`config.mk`:
```
export PLATFORM = sky130hd
export DESIGN_NAME = caf_rx_filter
export DESIGN_NICKNAME = d
export VERILOG_FILES = /design/src/hdl/caf_pkg.sv /design/src/hdl/caf_rx_filter.sv
export SDC_FILE = /design/constraint.sdc
export NUM_CORES = 2
export LEC_CHECK = 0
export ABC_AREA = 1
export CAP_MARGIN = 10
export CORE_MARGIN = 3
export CORE_UTILIZATION = 45
export CTS_CLUSTER_DIAMETER = 50
export CTS_CLUSTER_SIZE = 30
export DETAILED_ROUTE_END_ITERATION = 12
export DONT_BUFFER_PORTS = 1
export GPL_ROUTABILITY_DRIVEN = 0
export PLACE_DENSITY = 0.64
export SYNTH_ARGS = -nofsm -noshare
export SYNTH_HDL_FRONTEND = slang
export SYNTH_SLANG_ARGS = --single-unit
```
`constraint.sdc`:
```
create_clock -name pclk -period 3.4 [get_ports pclk]
set_input_delay 0.51 -clock pclk [delete_from_list [all_inputs] [get_ports pclk]]
set_output_delay 0.51 -clock pclk [all_outputs]
set_load 0.005 [all_outputs]
```
`src/hdl/caf_pkg.sv`:
```
// Package for the CAN receive acceptance filter: register map, fields, types.
package caf_pkg;

  // ****************************************************************
  // Sizes
  // ****************************************************************
  localparam int NUM_FILT = 16;
  localparam int NUM_MASK = 3;
  localparam int NUM_BUF  = 15;

  // ****************************************************************
  // Register byte offsets
  // ****************************************************************
  localparam logic [7:0] OFF_PTR_BASE  = 8'h00;
  localparam logic [7:0] OFF_MSEL      = 8'h10;
  localparam logic [7:0] OFF_FEN       = 8'h14;
  localparam logic [7:0] OFF_FULL      = 8'h18;
  localparam logic [7:0] OFF_OVF       = 8'h1C;
  localparam logic [7:0] OFF_IST       = 8'h20;
  localparam logic [7:0] OFF_IMASK     = 8'h24;
  localparam logic [7:0] OFF_LAST      = 8'h28;
  localparam logic [7:0] OFF_FSID_BASE = 8'h40;
  localparam logic [7:0] OFF_FEID_BASE = 8'h80;
  localparam logic [7:0] OFF_MSID_BASE = 8'hC0;
  localparam logic [7:0] OFF_MEID_BASE = 8'hD0;

  // ****************************************************************
  // Field codes and reset values
  // ****************************************************************
  localparam logic [3:0]  PTR_FIFO  = 4'hF;
  localparam logic [1:0]  MSEL_NONE = 2'h3;
  localparam logic [15:0] PTR_RST   = 16'h0000;
  localparam logic [15:0] MSEL_RST  = 16'h0000;
  localparam logic [15:0] FEN_RST   = 16'h003F;
  localparam int          IST_BUF   = 0;
  localparam int          IST_OVF   = 1;
  localparam int          IST_FIFO  = 2;

  // ****************************************************************
  // Carriers
  // ****************************************************************
  typedef struct packed {
    logic        valid;
    logic        ide;
    logic [10:0] sid;
    logic [17:0] eid;
  } caf_rx_id_t;

  typedef struct packed {
    logic       valid;
    logic       hit;
    logic       to_fifo;
    logic       buf_wr;
    logic       ovf;
    logic [3:0] filt;
    logic [3:0] dest;
  } caf_result_t;

endpackage : caf_pkg

```
`src/hdl/caf_rx_filter.sv`:
```
// CAN receive acceptance filter with APB register slave and interrupt.
`timescale 1ns/100ps
`default_nettype none
module caf_rx_filter #(
  parameter int ADDR_W = 8
) (
  // Clock and reset
  input  wire logic                 pclk,
  input  wire logic                 presetn,
  // APB slave
  input  wire logic                 psel,
  input  wire logic                 penable,
  input  wire logic                 pwrite,
  input  wire logic [ADDR_W-1:0]    paddr,
  input  wire logic [31:0]          pwdata,
  output logic                      pready,
  output logic [31:0]               prdata,
  output logic                      pslverr,
  // Protocol engine side
  input  wire caf_pkg::caf_rx_id_t  rx_id_i,
  output caf_pkg::caf_result_t      result_o,
  // Interrupt
  output logic                      irq
);

  // ****************************************************************
  // Elaboration checks
  // ****************************************************************
  if (ADDR_W < 8) begin : g_bad_addr
    $error("caf_rx_filter: ADDR_W must be at least 8");
  end

  // ****************************************************************
  // Storage
  // ****************************************************************
  logic [15:0] ptr_q [0:3];
  logic [15:0] msel_q;
  logic [15:0] fen_q;
  logic [caf_pkg::NUM_BUF-1:0] full_q;
  logic [caf_pkg::NUM_BUF-1:0] ovf_q;
  logic [2:0]  ist_q;
  logic [2:0]  imask_q;
  logic [8:0]  last_q;
  logic [10:0] fsid_q  [0:caf_pkg::NUM_FILT-1];
  logic [17:0] feid_q  [0:caf_pkg::NUM_FILT-1];
  logic        fexide_q [0:caf_pkg::NUM_FILT-1];
  logic [10:0] msid_q  [0:caf_pkg::NUM_MASK-1];
  logic [17:0] meid_q  [0:caf_pkg::NUM_MASK-1];
  logic        mmide_q [0:caf_pkg::NUM_MASK-1];
  logic [31:0] prdata_q;
  logic        err_q;
  caf_pkg::caf_result_t result_q;

  // ****************************************************************
  // Bus decode
  // ****************************************************************
  logic [7:0] a;
  logic       wr_acc;
  logic       rd_acc;
  logic       setup;
  logic [3:0] fidx;
  logic [1:0] midx;

  function automatic logic in_mask(input logic [7:0] ad,
                                   input logic [7:0] base);
    return (ad[7:4] == base[7:4]) && (ad[3:2] != 2'b11) &&
           (ad[1:0] == 2'b00);
  endfunction : in_mask

  function automatic logic in_filt(input logic [7:0] ad,
                                   input logic [7:0] base);
    return (ad[7:6] == base[7:6]) && (ad[1:0] == 2'b00);
  endfunction : in_filt

  assign a      = paddr[7:0];
  assign wr_acc = psel & penable & pwrite;
  assign rd_acc = psel & penable & ~pwrite;
  assign setup  = psel & ~penable;
  assign fidx   = a[5:2];
  assign midx   = a[3:2];
  assign pready = 1'b1;
  assign prdata = prdata_q;
  assign pslverr = err_q;

  // ****************************************************************
  // Filter evaluation
  // ****************************************************************
  logic [caf_pkg::NUM_FILT-1:0] match_vec;
  logic [3:0] fptr [0:caf_pkg::NUM_FILT-1];

  function automatic logic id_match(input caf_pkg::caf_rx_id_t id,
                                    input logic [10:0] fs,
                                    input logic [17:0] fe,
                                    input logic        fx,
                                    input logic [10:0] ms,
                                    input logic [17:0] me,
                                    input logic        mask_id_type_mode);
    logic sid_ok;
    logic eid_ok;
    logic type_ok;
    sid_ok  = ((id.sid ^ fs) & ms) == 11'h000;
    eid_ok  = ((id.eid ^ fe) & me) == 18'h00000;
    type_ok = !mask_id_type_mode || (id.ide == fx);
    return sid_ok && type_ok && (!id.ide || eid_ok);
  endfunction : id_match

  for (genvar g = 0; g < caf_pkg::NUM_FILT; g++) begin : g_filt
    logic [1:0]  code;
    logic [10:0] ms;
    logic [17:0] me;
    logic        mask_id_type_mode;
    // Filters 8 to 15 have no mask-select field and always use mask 0.
    if (g < 8) begin : g_sel
      assign code = msel_q[2*g+1:2*g];
    end else begin : g_nosel
      assign code = 2'h0;
    end
    assign ms   = (code == caf_pkg::MSEL_NONE) ? 11'h7FF : msid_q[code];
    assign me   = (code == caf_pkg::MSEL_NONE) ? 18'h3FFFF : meid_q[code];
    assign mask_id_type_mode = (code == caf_pkg::MSEL_NONE) ? 1'b0 : mmide_q[code];
    assign fptr[g] = ptr_q[g/4][(g%4)*4 +: 4];
    assign match_vec[g] = fen_q[g] &&
      id_match(rx_id_i, fsid_q[g], feid_q[g], fexide_q[g], ms, me, mask_id_type_mode);
  end

  logic [3:0] win;
  logic [3:0] win_ptr;
  logic       any_hit;
  logic [15:0] full16;
  logic [15:0] ovf16;

  always_comb begin
    win = 4'h0;
    for (int i = caf_pkg::NUM_FILT - 1; i >= 0; i--) begin
      if (match_vec[i]) begin
        win = 4'(i);
      end
    end
  end

  assign any_hit = rx_id_i.valid && (match_vec != 16'h0000);
  assign win_ptr = fptr[win];
  assign full16  = {1'b0, full_q};
  assign ovf16   = {1'b0, ovf_q};

  logic [caf_pkg::NUM_BUF-1:0] full_set;
  logic [caf_pkg::NUM_BUF-1:0] ovf_set;
  logic [2:0] ist_set;
  logic       to_buf;

  assign to_buf = any_hit && (win_ptr != caf_pkg::PTR_FIFO);

  always_comb begin
    for (int b = 0; b < caf_pkg::NUM_BUF; b++) begin
      full_set[b] = to_buf && (win_ptr == 4'(b));
      ovf_set[b]  = to_buf && (win_ptr == 4'(b)) && full_q[b];
    end
  end

  assign ist_set[caf_pkg::IST_BUF]  = to_buf && !full16[win_ptr];
  assign ist_set[caf_pkg::IST_OVF]  = to_buf && full16[win_ptr];
  assign ist_set[caf_pkg::IST_FIFO] = any_hit && !to_buf;

  // ****************************************************************
  // Result, one cycle after the identifier
  // ****************************************************************
  // A full buffer is not written again, so its old message survives.
  always_ff @(posedge pclk or negedge presetn) begin
    if (!presetn) begin
      result_q <= '0;
    end else begin
      result_q.valid   <= rx_id_i.valid;
      result_q.hit     <= any_hit;
      result_q.to_fifo <= any_hit && !to_buf;
      result_q.buf_wr  <= to_buf && !full16[win_ptr];
      result_q.ovf     <= to_buf && full16[win_ptr];
      result_q.filt    <= any_hit ? win : 4'h0;
      result_q.dest    <= any_hit ? win_ptr : 4'h0;
    end
  end

  assign result_o = result_q;

  always_ff @(posedge pclk or negedge presetn) begin
    if (!presetn) begin
      last_q <= 9'h000;
    end else if (any_hit) begin
      last_q <= {1'b1, win, win_ptr};
    end
  end

  // ****************************************************************
  // Software-written configuration
  // ****************************************************************
  always_ff @(posedge pclk or negedge presetn) begin
    if (!presetn) begin
      for (int k = 0; k < 4; k++) begin
        ptr_q[k] <= caf_pkg::PTR_RST;
      end
    end else if (wr_acc && a[7:4] == caf_pkg::OFF_PTR_BASE[7:4] &&
                 a[1:0] == 2'b00) begin
      ptr_q[a[3:2]] <= pwdata[15:0];
    end
  end

  always_ff @(posedge pclk or negedge presetn) begin
    if (!presetn) begin
      msel_q  <= caf_pkg::MSEL_RST;
      fen_q   <= caf_pkg::FEN_RST;
      imask_q <= 3'h0;
    end else if (wr_acc) begin
      if (a == caf_pkg::OFF_MSEL) begin
        msel_q <= pwdata[15:0];
      end
      if (a == caf_pkg::OFF_FEN) begin
        fen_q <= pwdata[15:0];
      end
      if (a == caf_pkg::OFF_IMASK) begin
        imask_q <= pwdata[2:0];
      end
    end
  end

  always_ff @(posedge pclk or negedge presetn) begin
    if (!presetn) begin
      for (int f = 0; f < caf_pkg::NUM_FILT; f++) begin
        fsid_q[f]   <= 11'h000;
        feid_q[f]   <= 18'h00000;
        fexide_q[f] <= 1'b0;
      end
    end else if (wr_acc && in_filt(a, caf_pkg::OFF_FSID_BASE)) begin
      fsid_q[fidx]        <= pwdata[15:5];
      fexide_q[fidx]      <= pwdata[3];
      feid_q[fidx][17:16] <= pwdata[1:0];
    end else if (wr_acc && in_filt(a, caf_pkg::OFF_FEID_BASE)) begin
      feid_q[fidx][15:0]  <= pwdata[15:0];
    end
  end

  always_ff @(posedge pclk or negedge presetn) begin
    if (!presetn) begin
      for (int m = 0; m < caf_pkg::NUM_MASK; m++) begin
        msid_q[m]  <= 11'h000;
        meid_q[m]  <= 18'h00000;
        mmide_q[m] <= 1'b0;
      end
    end else if (wr_acc && in_mask(a, caf_pkg::OFF_MSID_BASE)) begin
      msid_q[midx]        <= pwdata[15:5];
      mmide_q[midx]       <= pwdata[3];
      meid_q[midx][17:16] <= pwdata[1:0];
    end else if (wr_acc && in_mask(a, caf_pkg::OFF_MEID_BASE)) begin
      meid_q[midx][15:0]  <= pwdata[15:0];
    end
  end

  // ****************************************************************
  // Hardware-set flags
  // ****************************************************************
  // Software clears a flag by writing zero to it; a set in the same
  // cycle wins so no event is lost.
  always_ff @(posedge pclk or negedge presetn) begin
    if (!presetn) begin
      full_q <= '0;
      ovf_q  <= '0;
    end else begin
      if (wr_acc && a == caf_pkg::OFF_FULL) begin
        full_q <= (full_q & pwdata[caf_pkg::NUM_BUF-1:0]) | full_set;
      end else begin
        full_q <= full_q | full_set;
      end
      if (wr_acc && a == caf_pkg::OFF_OVF) begin
        ovf_q <= (ovf_q & pwdata[caf_pkg::NUM_BUF-1:0]) | ovf_set;
      end else begin
        ovf_q <= ovf_q | ovf_set;
      end
    end
  end

  // Read data is captured in the setup cycle, so only the bits that
  // software actually saw are cleared at the access edge.
  always_ff @(posedge pclk or negedge presetn) begin
    if (!presetn) begin
      ist_q <= 3'h0;
    end else if (rd_acc && a == caf_pkg::OFF_IST) begin
      ist_q <= (ist_q & ~prdata_q[2:0]) | ist_set;
    end else begin
      ist_q <= ist_q | ist_set;
    end
  end

  assign irq = |(ist_q & imask_q);

  // ****************************************************************
  // Read path
  // ****************************************************************
  logic [15:0] rd_word;
  logic        rd_ok;

  always_comb begin
    rd_word = 16'h0000;
    rd_ok   = 1'b1;
    if (in_filt(a, caf_pkg::OFF_FSID_BASE)) begin
      rd_word = {fsid_q[fidx], 1'b0, fexide_q[fidx], 1'b0,
                 feid_q[fidx][17:16]};
    end else if (in_filt(a, caf_pkg::OFF_FEID_BASE)) begin
      rd_word = feid_q[fidx][15:0];
    end else if (in_mask(a, caf_pkg::OFF_MSID_BASE)) begin
      rd_word = {msid_q[midx], 1'b0, mmide_q[midx], 1'b0,
                 meid_q[midx][17:16]};
    end else if (in_mask(a, caf_pkg::OFF_MEID_BASE)) begin
      rd_word = meid_q[midx][15:0];
    end else if (a[7:4] == caf_pkg::OFF_PTR_BASE[7:4] &&
                 a[1:0] == 2'b00) begin
      rd_word = ptr_q[a[3:2]];
    end else begin
      case (a)
        caf_pkg::OFF_MSEL:  rd_word = msel_q;
        caf_pkg::OFF_FEN:   rd_word = fen_q;
        caf_pkg::OFF_FULL:  rd_word = full16;
        caf_pkg::OFF_OVF:   rd_word = ovf16;
        caf_pkg::OFF_IST:   rd_word = {13'h0000, ist_q};
        caf_pkg::OFF_IMASK: rd_word = {13'h0000, imask_q};
        caf_pkg::OFF_LAST:  rd_word = {7'h00, last_q};
        default:            rd_ok   = 1'b0;
      endcase
    end
  end

  always_ff @(posedge pclk or negedge presetn) begin
    if (!presetn) begin
      prdata_q <= 32'h00000000;
      err_q    <= 1'b0;
    end else if (setup) begin
      prdata_q <= (pwrite || !rd_ok) ? 32'h00000000 : {16'h0000, rd_word};
      err_q    <= !rd_ok;
    end
  end
endmodule : caf_rx_filter
`default_nettype wire

```
## Yosys cells after proc, flatten, opt, wreduce, memory -nomap -nowiden

Index checks and enable logic that the tools add are counted.

- $lt $le $gt $ge: 14
- Equality and inequality tests: 51
- Mux-type cells: 187
- Bitwise logic cells: 92
- Reductions and logical operators: 190

Operators with widths:

| operator | count |
|---|---|
| $bwmux 288 | 2 |
| $mux 288 | 2 |
| $mux 18 | 30 |
| $mux 11 | 30 |
| $bmux 18 s2 | 9 |
| $and 18x18->18 | 16 |
| $logic_not 18->1 | 16 |
| $xor 18x18->18 | 16 |
| $bmux 11 s2 | 9 |
| $and 11x11->11 | 16 |
| $bwmux 176 | 1 |
| $logic_not 11->1 | 16 |
| $mux 16 | 11 |
| $xor 11x11->11 | 16 |
| $demux 18 s4 | 2 |
| $pmux 16 s7 | 1 |
| $bwmux 54 | 2 |
| $mux 54 | 2 |
| $logic_and 1x1->1 | 101 |
| $mux 4 | 20 |
| $bmux 18 s4 | 1 |
| $demux 18 s2 | 2 |
| $bwmux 64 | 1 |
| $or 15x15->15 | 4 |
| other kinds (49) | 208 |

- Flip-flop bits (word level): 757
- Input port bits: 76
- Logic and storage cells: 611

## Longest topological paths before layout

- Depth in word-level cells: 32
- Depth in mapped cells: 42
- Depth with buffers taken out: 39

## Worst setup path before layout

Ideal clock, no wire load.

- Path kind: input to register
- Start: in rx_id_i[5] in the netlist's numbering
- End: reg ist_q[1]
- Setup time: 0.124 ns
- Arrival: 3.185 ns
- Data required time: 3.276 ns
- Setup slack: 0.091 ns
- Stages: 32
- Path buffers: 4
- Path through: buf_2 buf_6 nor2_1 nor2_1 nand2_1 nand4_1 o41ai_2 nand3_1 nand2_1 nand2_1 nand2_1 nand2_1 nand2_1 nand2_1 nand2_2 nand2_4 nand2_4 buf_6 nand2_1 nand3_1 nand3_1 nand3_2 nand2_2 buf_6 nand2_1 nand2_1 nand2_1 nand2_1 nand2_1 nand2_1 o21ai_1 nand2_1

- Cells in the longest elaborated chain, start to end: 31

RTL lines:

| item | line | RTL |
|---|---|---|
| start, declared | caf_rx_filter.sv:20 | `input wire caf_pkg::caf_rx_id_t rx_id_i,` |
| $xor 18x18->18 | caf_rx_filter.sv:102 | `eid_ok = ((id.eid ^ fe) & me) == 18'h00000;` |
| $and 18x18->18 | caf_rx_filter.sv:102 |  |
| $logic_not 18->1 | caf_rx_filter.sv:102 |  |
| $logic_or 1x1->1 | caf_rx_filter.sv:104 | `return sid_ok && type_ok && (!id.ide \|\| eid_ok);` |
| $logic_and 1x1->1 | caf_rx_filter.sv:104 |  |
| $logic_and 1x1->1 | caf_rx_filter.sv:122 | `assign match_vec[g] = fen_q[g] &&` |
| $mux 4 (16 in series) | caf_rx_filter.sv:135 | `if (match_vec[i]) begin` |
| $not 4->5 (not written as such) | caf_rx_filter.sv:142 | `assign win_ptr = fptr[win];` |
| $bmux 4 s4 | caf_rx_filter.sv:142 |  |
| $mux 4 (not written as such) (2 in series) | caf_rx_filter.sv:142 |  |
| $bmux 1 s4 / $ne 4x4->1 (equally long branches) | caf_rx_filter.sv:161, caf_rx_filter.sv:151 |  |
| $mux 1 (not written as such) / $logic_and 1x1->1 (equally long branches) | caf_rx_filter.sv:161, caf_rx_filter.sv:151 |  |
| $logic_and 1x1->1 (*) | caf_rx_filter.sv:161 | `assign ist_set[caf_pkg::IST_OVF] = to_buf && full16[win_ptr];` |
| $or 3x3->3, on equally long branches | caf_rx_filter.sv:287, caf_rx_filter.sv:285 |  |
| $mux 3 (*) | caf_rx_filter.sv:284 | `end else if (rd_acc && a == caf_pkg::OFF_IST) begin` |
| end signal, assigned | caf_rx_filter.sv:285 | `ist_q <= (ist_q & ~prdata_q[2:0]) \| ist_set;` |
| end signal, assigned | caf_rx_filter.sv:287 | `ist_q <= ist_q \| ist_set;` |
| end, declared | caf_rx_filter.sv:41 | `logic [2:0] ist_q;` |

Mark *: on every way between the ends. The rest lies on a longest branch, timed or not. The select of a mux whose other input is x is not followed.
A chain may end at the register's enable or synchronous reset.

## Worst setup path after layout

- Start: reg meid_q[48] in the netlist's numbering
- End: reg ist_q[1]

- Cells in the longest elaborated chain, start to end: 30

RTL lines:

| item | line | RTL |
|---|---|---|
| start, declared | caf_rx_filter.sv:48 | `logic [17:0] meid_q [0:caf_pkg::NUM_MASK-1];` |
| start signal, assigned by index | caf_rx_filter.sv:250 | `meid_q[midx][17:16] <= pwdata[1:0];` |
| start signal, assigned by index | caf_rx_filter.sv:252 | `meid_q[midx][15:0] <= pwdata[15:0];` |
| $and 18x18->18 | caf_rx_filter.sv:102 |  |
| $logic_not 18->1 | caf_rx_filter.sv:102 |  |
| $logic_or 1x1->1 | caf_rx_filter.sv:104 |  |
| $logic_and 1x1->1 | caf_rx_filter.sv:104 |  |
| $logic_and 1x1->1 | caf_rx_filter.sv:122 |  |
| $mux 4 (16 in series) | caf_rx_filter.sv:135 |  |
| $not 4->5 (not written as such) | caf_rx_filter.sv:142 |  |
| $bmux 4 s4 | caf_rx_filter.sv:142 |  |
| $mux 4 (not written as such) (2 in series) | caf_rx_filter.sv:142 |  |
| $bmux 1 s4 / $ne 4x4->1 (equally long branches) | caf_rx_filter.sv:161, caf_rx_filter.sv:151 |  |
| $mux 1 (not written as such) / $logic_and 1x1->1 (equally long branches) | caf_rx_filter.sv:161, caf_rx_filter.sv:151 |  |
| $logic_and 1x1->1 (*) | caf_rx_filter.sv:161 |  |
| $or 3x3->3, on equally long branches | caf_rx_filter.sv:287, caf_rx_filter.sv:285 |  |
| $mux 3 (*) | caf_rx_filter.sv:284 |  |

Marked as above.

==> results.yml <==
setup_path:
  ff2ff_path_depth: 25
  r2r-end: "ist_q[1]"
  required_ns: 4.00
  cp_data_arrival_time_ns: 4.66
  path_class: "reg -> reg"
  path_max_fanout: 7
  reg2reg_slack_ns: -0.66
  critPathLaunchType: "flop"
  endpoint_kind: "flop"
  r2r_start: "meid_q[48]"
drt:
  vias_per_cell: 6.44
  drt_iter0_drc: 8322
  wire_per_inst_um: 27.5
  post-route-drc-count: 0
  drt-total-wl_um: 215000
  firstDrtPassIters: 11
  antenna_left: 0
  vias: 50228
floorplanning:
  pin_count: 124
  die_y_um: 321
  fp.coreArea_sq_um: 97600
  die_x_um: 321
  num_rows: 114
  die_area_sq_um: 103000
  start_util: 0.458
place:
  dp_hpwl_um: 152000
  placed_area_sq_um: 51600
  port_buffers: 0
finish:
  final_area_sq_um: 56800
  drive_gt1_frac: 0.218
  syn_to_final_growth_pct: 27.1
  nNetsFinal: 6505
clock_network:
  cts_buffers: 101
  htreeDepth: 3
  cts_buffer_depth: 3
  tritoncts: "yes"
  clock-sinks: 741
  clock_latency_ns: 0.73
  clk_pin_slew_ns: 0.06
  root_buffer: "clkbuf_16"
timing:
  period_minus_slack_ns: 4.06
  fin_crit_sh: 1.19
  maxSlewHeadroom: 0.132
  fin_ws_ns: -0.660
  setup_viol: 50
  finalHoldViolCount: 0
  maxSlewViolCount: 0
  worst_pin_slew_ns: 1.30
  fin_skew_ns: 0.0501
  grt_setup_unrepaired: "yes"
  clock.fmax_mhz: 246
yosys:
  synth_seq_cells: 741
  netlist_area_sq_um: 44700
  synthTopCellsByArea: "dfrtp_1 (41%), o21ai_0 (13%), nand2_1 (11%)"
  syn_avg_cell_area_sq_um: 7.67
  syn_inst: 5824
  synth_seq_area_share: 0.415
  synthTopCellsByCount: "nand2_1 (1343), o21ai_0 (1165), dfrtp_1 (735)"
  ys.flop_type: "dfrtp_1"
  synth_compound_area_frac: 0.273
  synth_edf_count: 0
  synth_top_area_frac: 0.412
  synth_top_area_cell: "dfrtp_1"
  synth_cell_types: 69
  yosys_warnings: 0
  synth_top_family_by_area: "compound AO/OA/AOI/OAI gates"
  muxShareOfSynthArea: 0
  synth_simple_gate_area_frac: 0.177
  yosysMostFrequentCell: "nand2_1"
  synth_xor_area_frac: 0.0533
  synthArstFlopShare: 1.00
  synthAdderAreaFrac: 0
hold_path:
  holdPathEnd: "meid_q[35]"
  worstHoldStart: "pwdata[1]"
  hold_depth: 2
  hold_class: "in -> reg"
outcome:
  violations: "setup timing"
  status: "complete, but fails checks"
power_and_ir_drop:
  power.density_nw_per_um2: 408
  max-vdd-ir-drop_v: 0.000432
  p_total_w: 0.0231
  power_leakage_nw: 24.8
global_routing:
  antenna_found_initial: 12
  grt_pass1_vias: 46143
  globalRouteTotalUtil: 0.405
  grt_start_max_net_pins: 742
  grt.overflow.total: 0
  grt_first_pass_wirelength_um: 311000
job:
  drv_cap: 0
## cell families (layout without fill, tap and decap cells)
kind of cell	count (synthesis)	after routing
compound gates	2091	2091
flops	741	741
simple gates	1910	1916
xor+xnor	272	272
buf+inv	808	1479
other cells	2	19
## registers in the layout, summed over array words and instances, names as in the netlist
signal	cells
ist_q	3
fsid_q	176
feid_q	288
fen_q	16
result_o	13
pslverr	1
imask_q	3
fptr	64
last_q	9
fexide_q	16
msel_q	16
ovf_q	15
meid_q	54
mmide_q	3
prdata	16
msid_q	33
full_q	15
## cell type report
| type | instances | area (sq um) |
|---|---|---|
| antenna | 2 | 5.00 |
| clock buffer | 111 | 2630 |
| clock inverter | 79 | 991 |
| fill | 8808 | 40800 |
| inverter | 279 | 1090 |
| multi-input combinational | 4296 | 23300 |
| sequential | 741 | 18600 |
| tap | 1276 | 1600 |
| timing repair buffer | 1010 | 8590 |
## through the flow
stage / TNS [ns] / std cells / util / hold WS, ns / setup slack [ns]
global placement: -32.08 / 7539 / 0.529 / 0.346 / -0.840
CTS: -11.92 / 7770 / 0.575 / -0.466 / -0.397
floorplan: 0 / 5839 / - / 0.214 / 0.0911
detailed placement: -32.77 / 7539 / 0.529 / 0.342 / -0.838
finish: -22.84 / 7794 / 0.582 / 0.0143 / -0.660
global route: -28.32 / 7793 / 0.582 / 0.00311 / -0.810
## worst max path at each step
| stage | startpoint | to | slack [ns] | cells past startpoint |
|---|---|---|---|---|
| 6_report | meid_q[48] | ist_q[1] | -0.66 | 25 |
| 5_1_grt | msel_q[14] | ist_q[1] | -0.81 | 29 |
| 4_1_cts | meid_q[41] | ovf_q[6] | -0.40 | 26 |
| 3_5_place_dp | rx_id_i[13] | ovf_q[13] | -0.84 | 28 |
| 3_3_place_gp | rx_id_i[14] | ist_q[1] | -0.84 | 30 |
| 2_1_floorplan | rx_id_i[5] | ist_q[1] | 0.09 | 32 |
## worst max-delay path, stage by stage, from the launching register on
cell	delay, ns
dfrtp_1	0.44
inv_2	0.16
a21oi_1	0.05
o21ai_0	0.08
nand4_1	0.32
o41ai_2	0.47
buf_4	0.20
nand3_4	0.07
nand2_1	0.27
nor2_2	0.06
nor2_1	0.20
o21bai_4	0.13
buf_12	0.15
nand2_2	0.13
nand3_2	0.12
nand3_2	0.11
nand3_4	0.15
buf_6	0.17
nand3_1	0.09
nand2_1	0.06
nand2_1	0.06
nand2_1	0.06
nand2_1	0.08
nand2_2	0.08
o21ai_2	0.16
nand2_1	0.06
## routing by layer
layer  track usage  vias to the layer above  share of wire
met3         0.194                      958           0.17
met4         0.228                       14          0.074
met2         0.541                     4142           0.38
met1         0.528                    23543           0.37
li1              -                    21571              -
met5        0.0375                        -         0.0022
## timing repair
item | 4_1_cts | 5_1_grt
buffers inserted | 19 | 15
pin swaps | 59 | 51
hold endpoints to repair | 795 | 133
endpoints found under the setup margin | 53 | 54
resized for setup | 134 | 120
hold buffers | 18 | 2
gates cloned | 5 | 3
## cells in the final DEF (no fill, tap or decap), types with 21 or more instances in the layout
master        n
o21ai_0    1145
nand3_1     143
nor2_1      223
clkbuf_16   104
o221ai_1    147
a221oi_1     93
buf_6        44
xnor2_1     116
inv_2        41
inv_1       217
nand2_2      36
inv_6        21
a21oi_1     232
buf_12       53
dfrtp_1     725
nand3_2      22
nand4_1      80
o22ai_1     252
nand2_1    1305
buf_4       886
o21ai_1      41
o211ai_1     46
xor2_1      156
## power breakdown
group	switching, W	internal [W]	total [W]
sequential	0.000145	0.00895	0.00909
clock	0.00487	0.00657	0.0114
combinational	0.00174	0.000873	0.00261
total	0.00675	0.0164	0.0231
No activity file was read; power rests on OpenSTA's default activity.
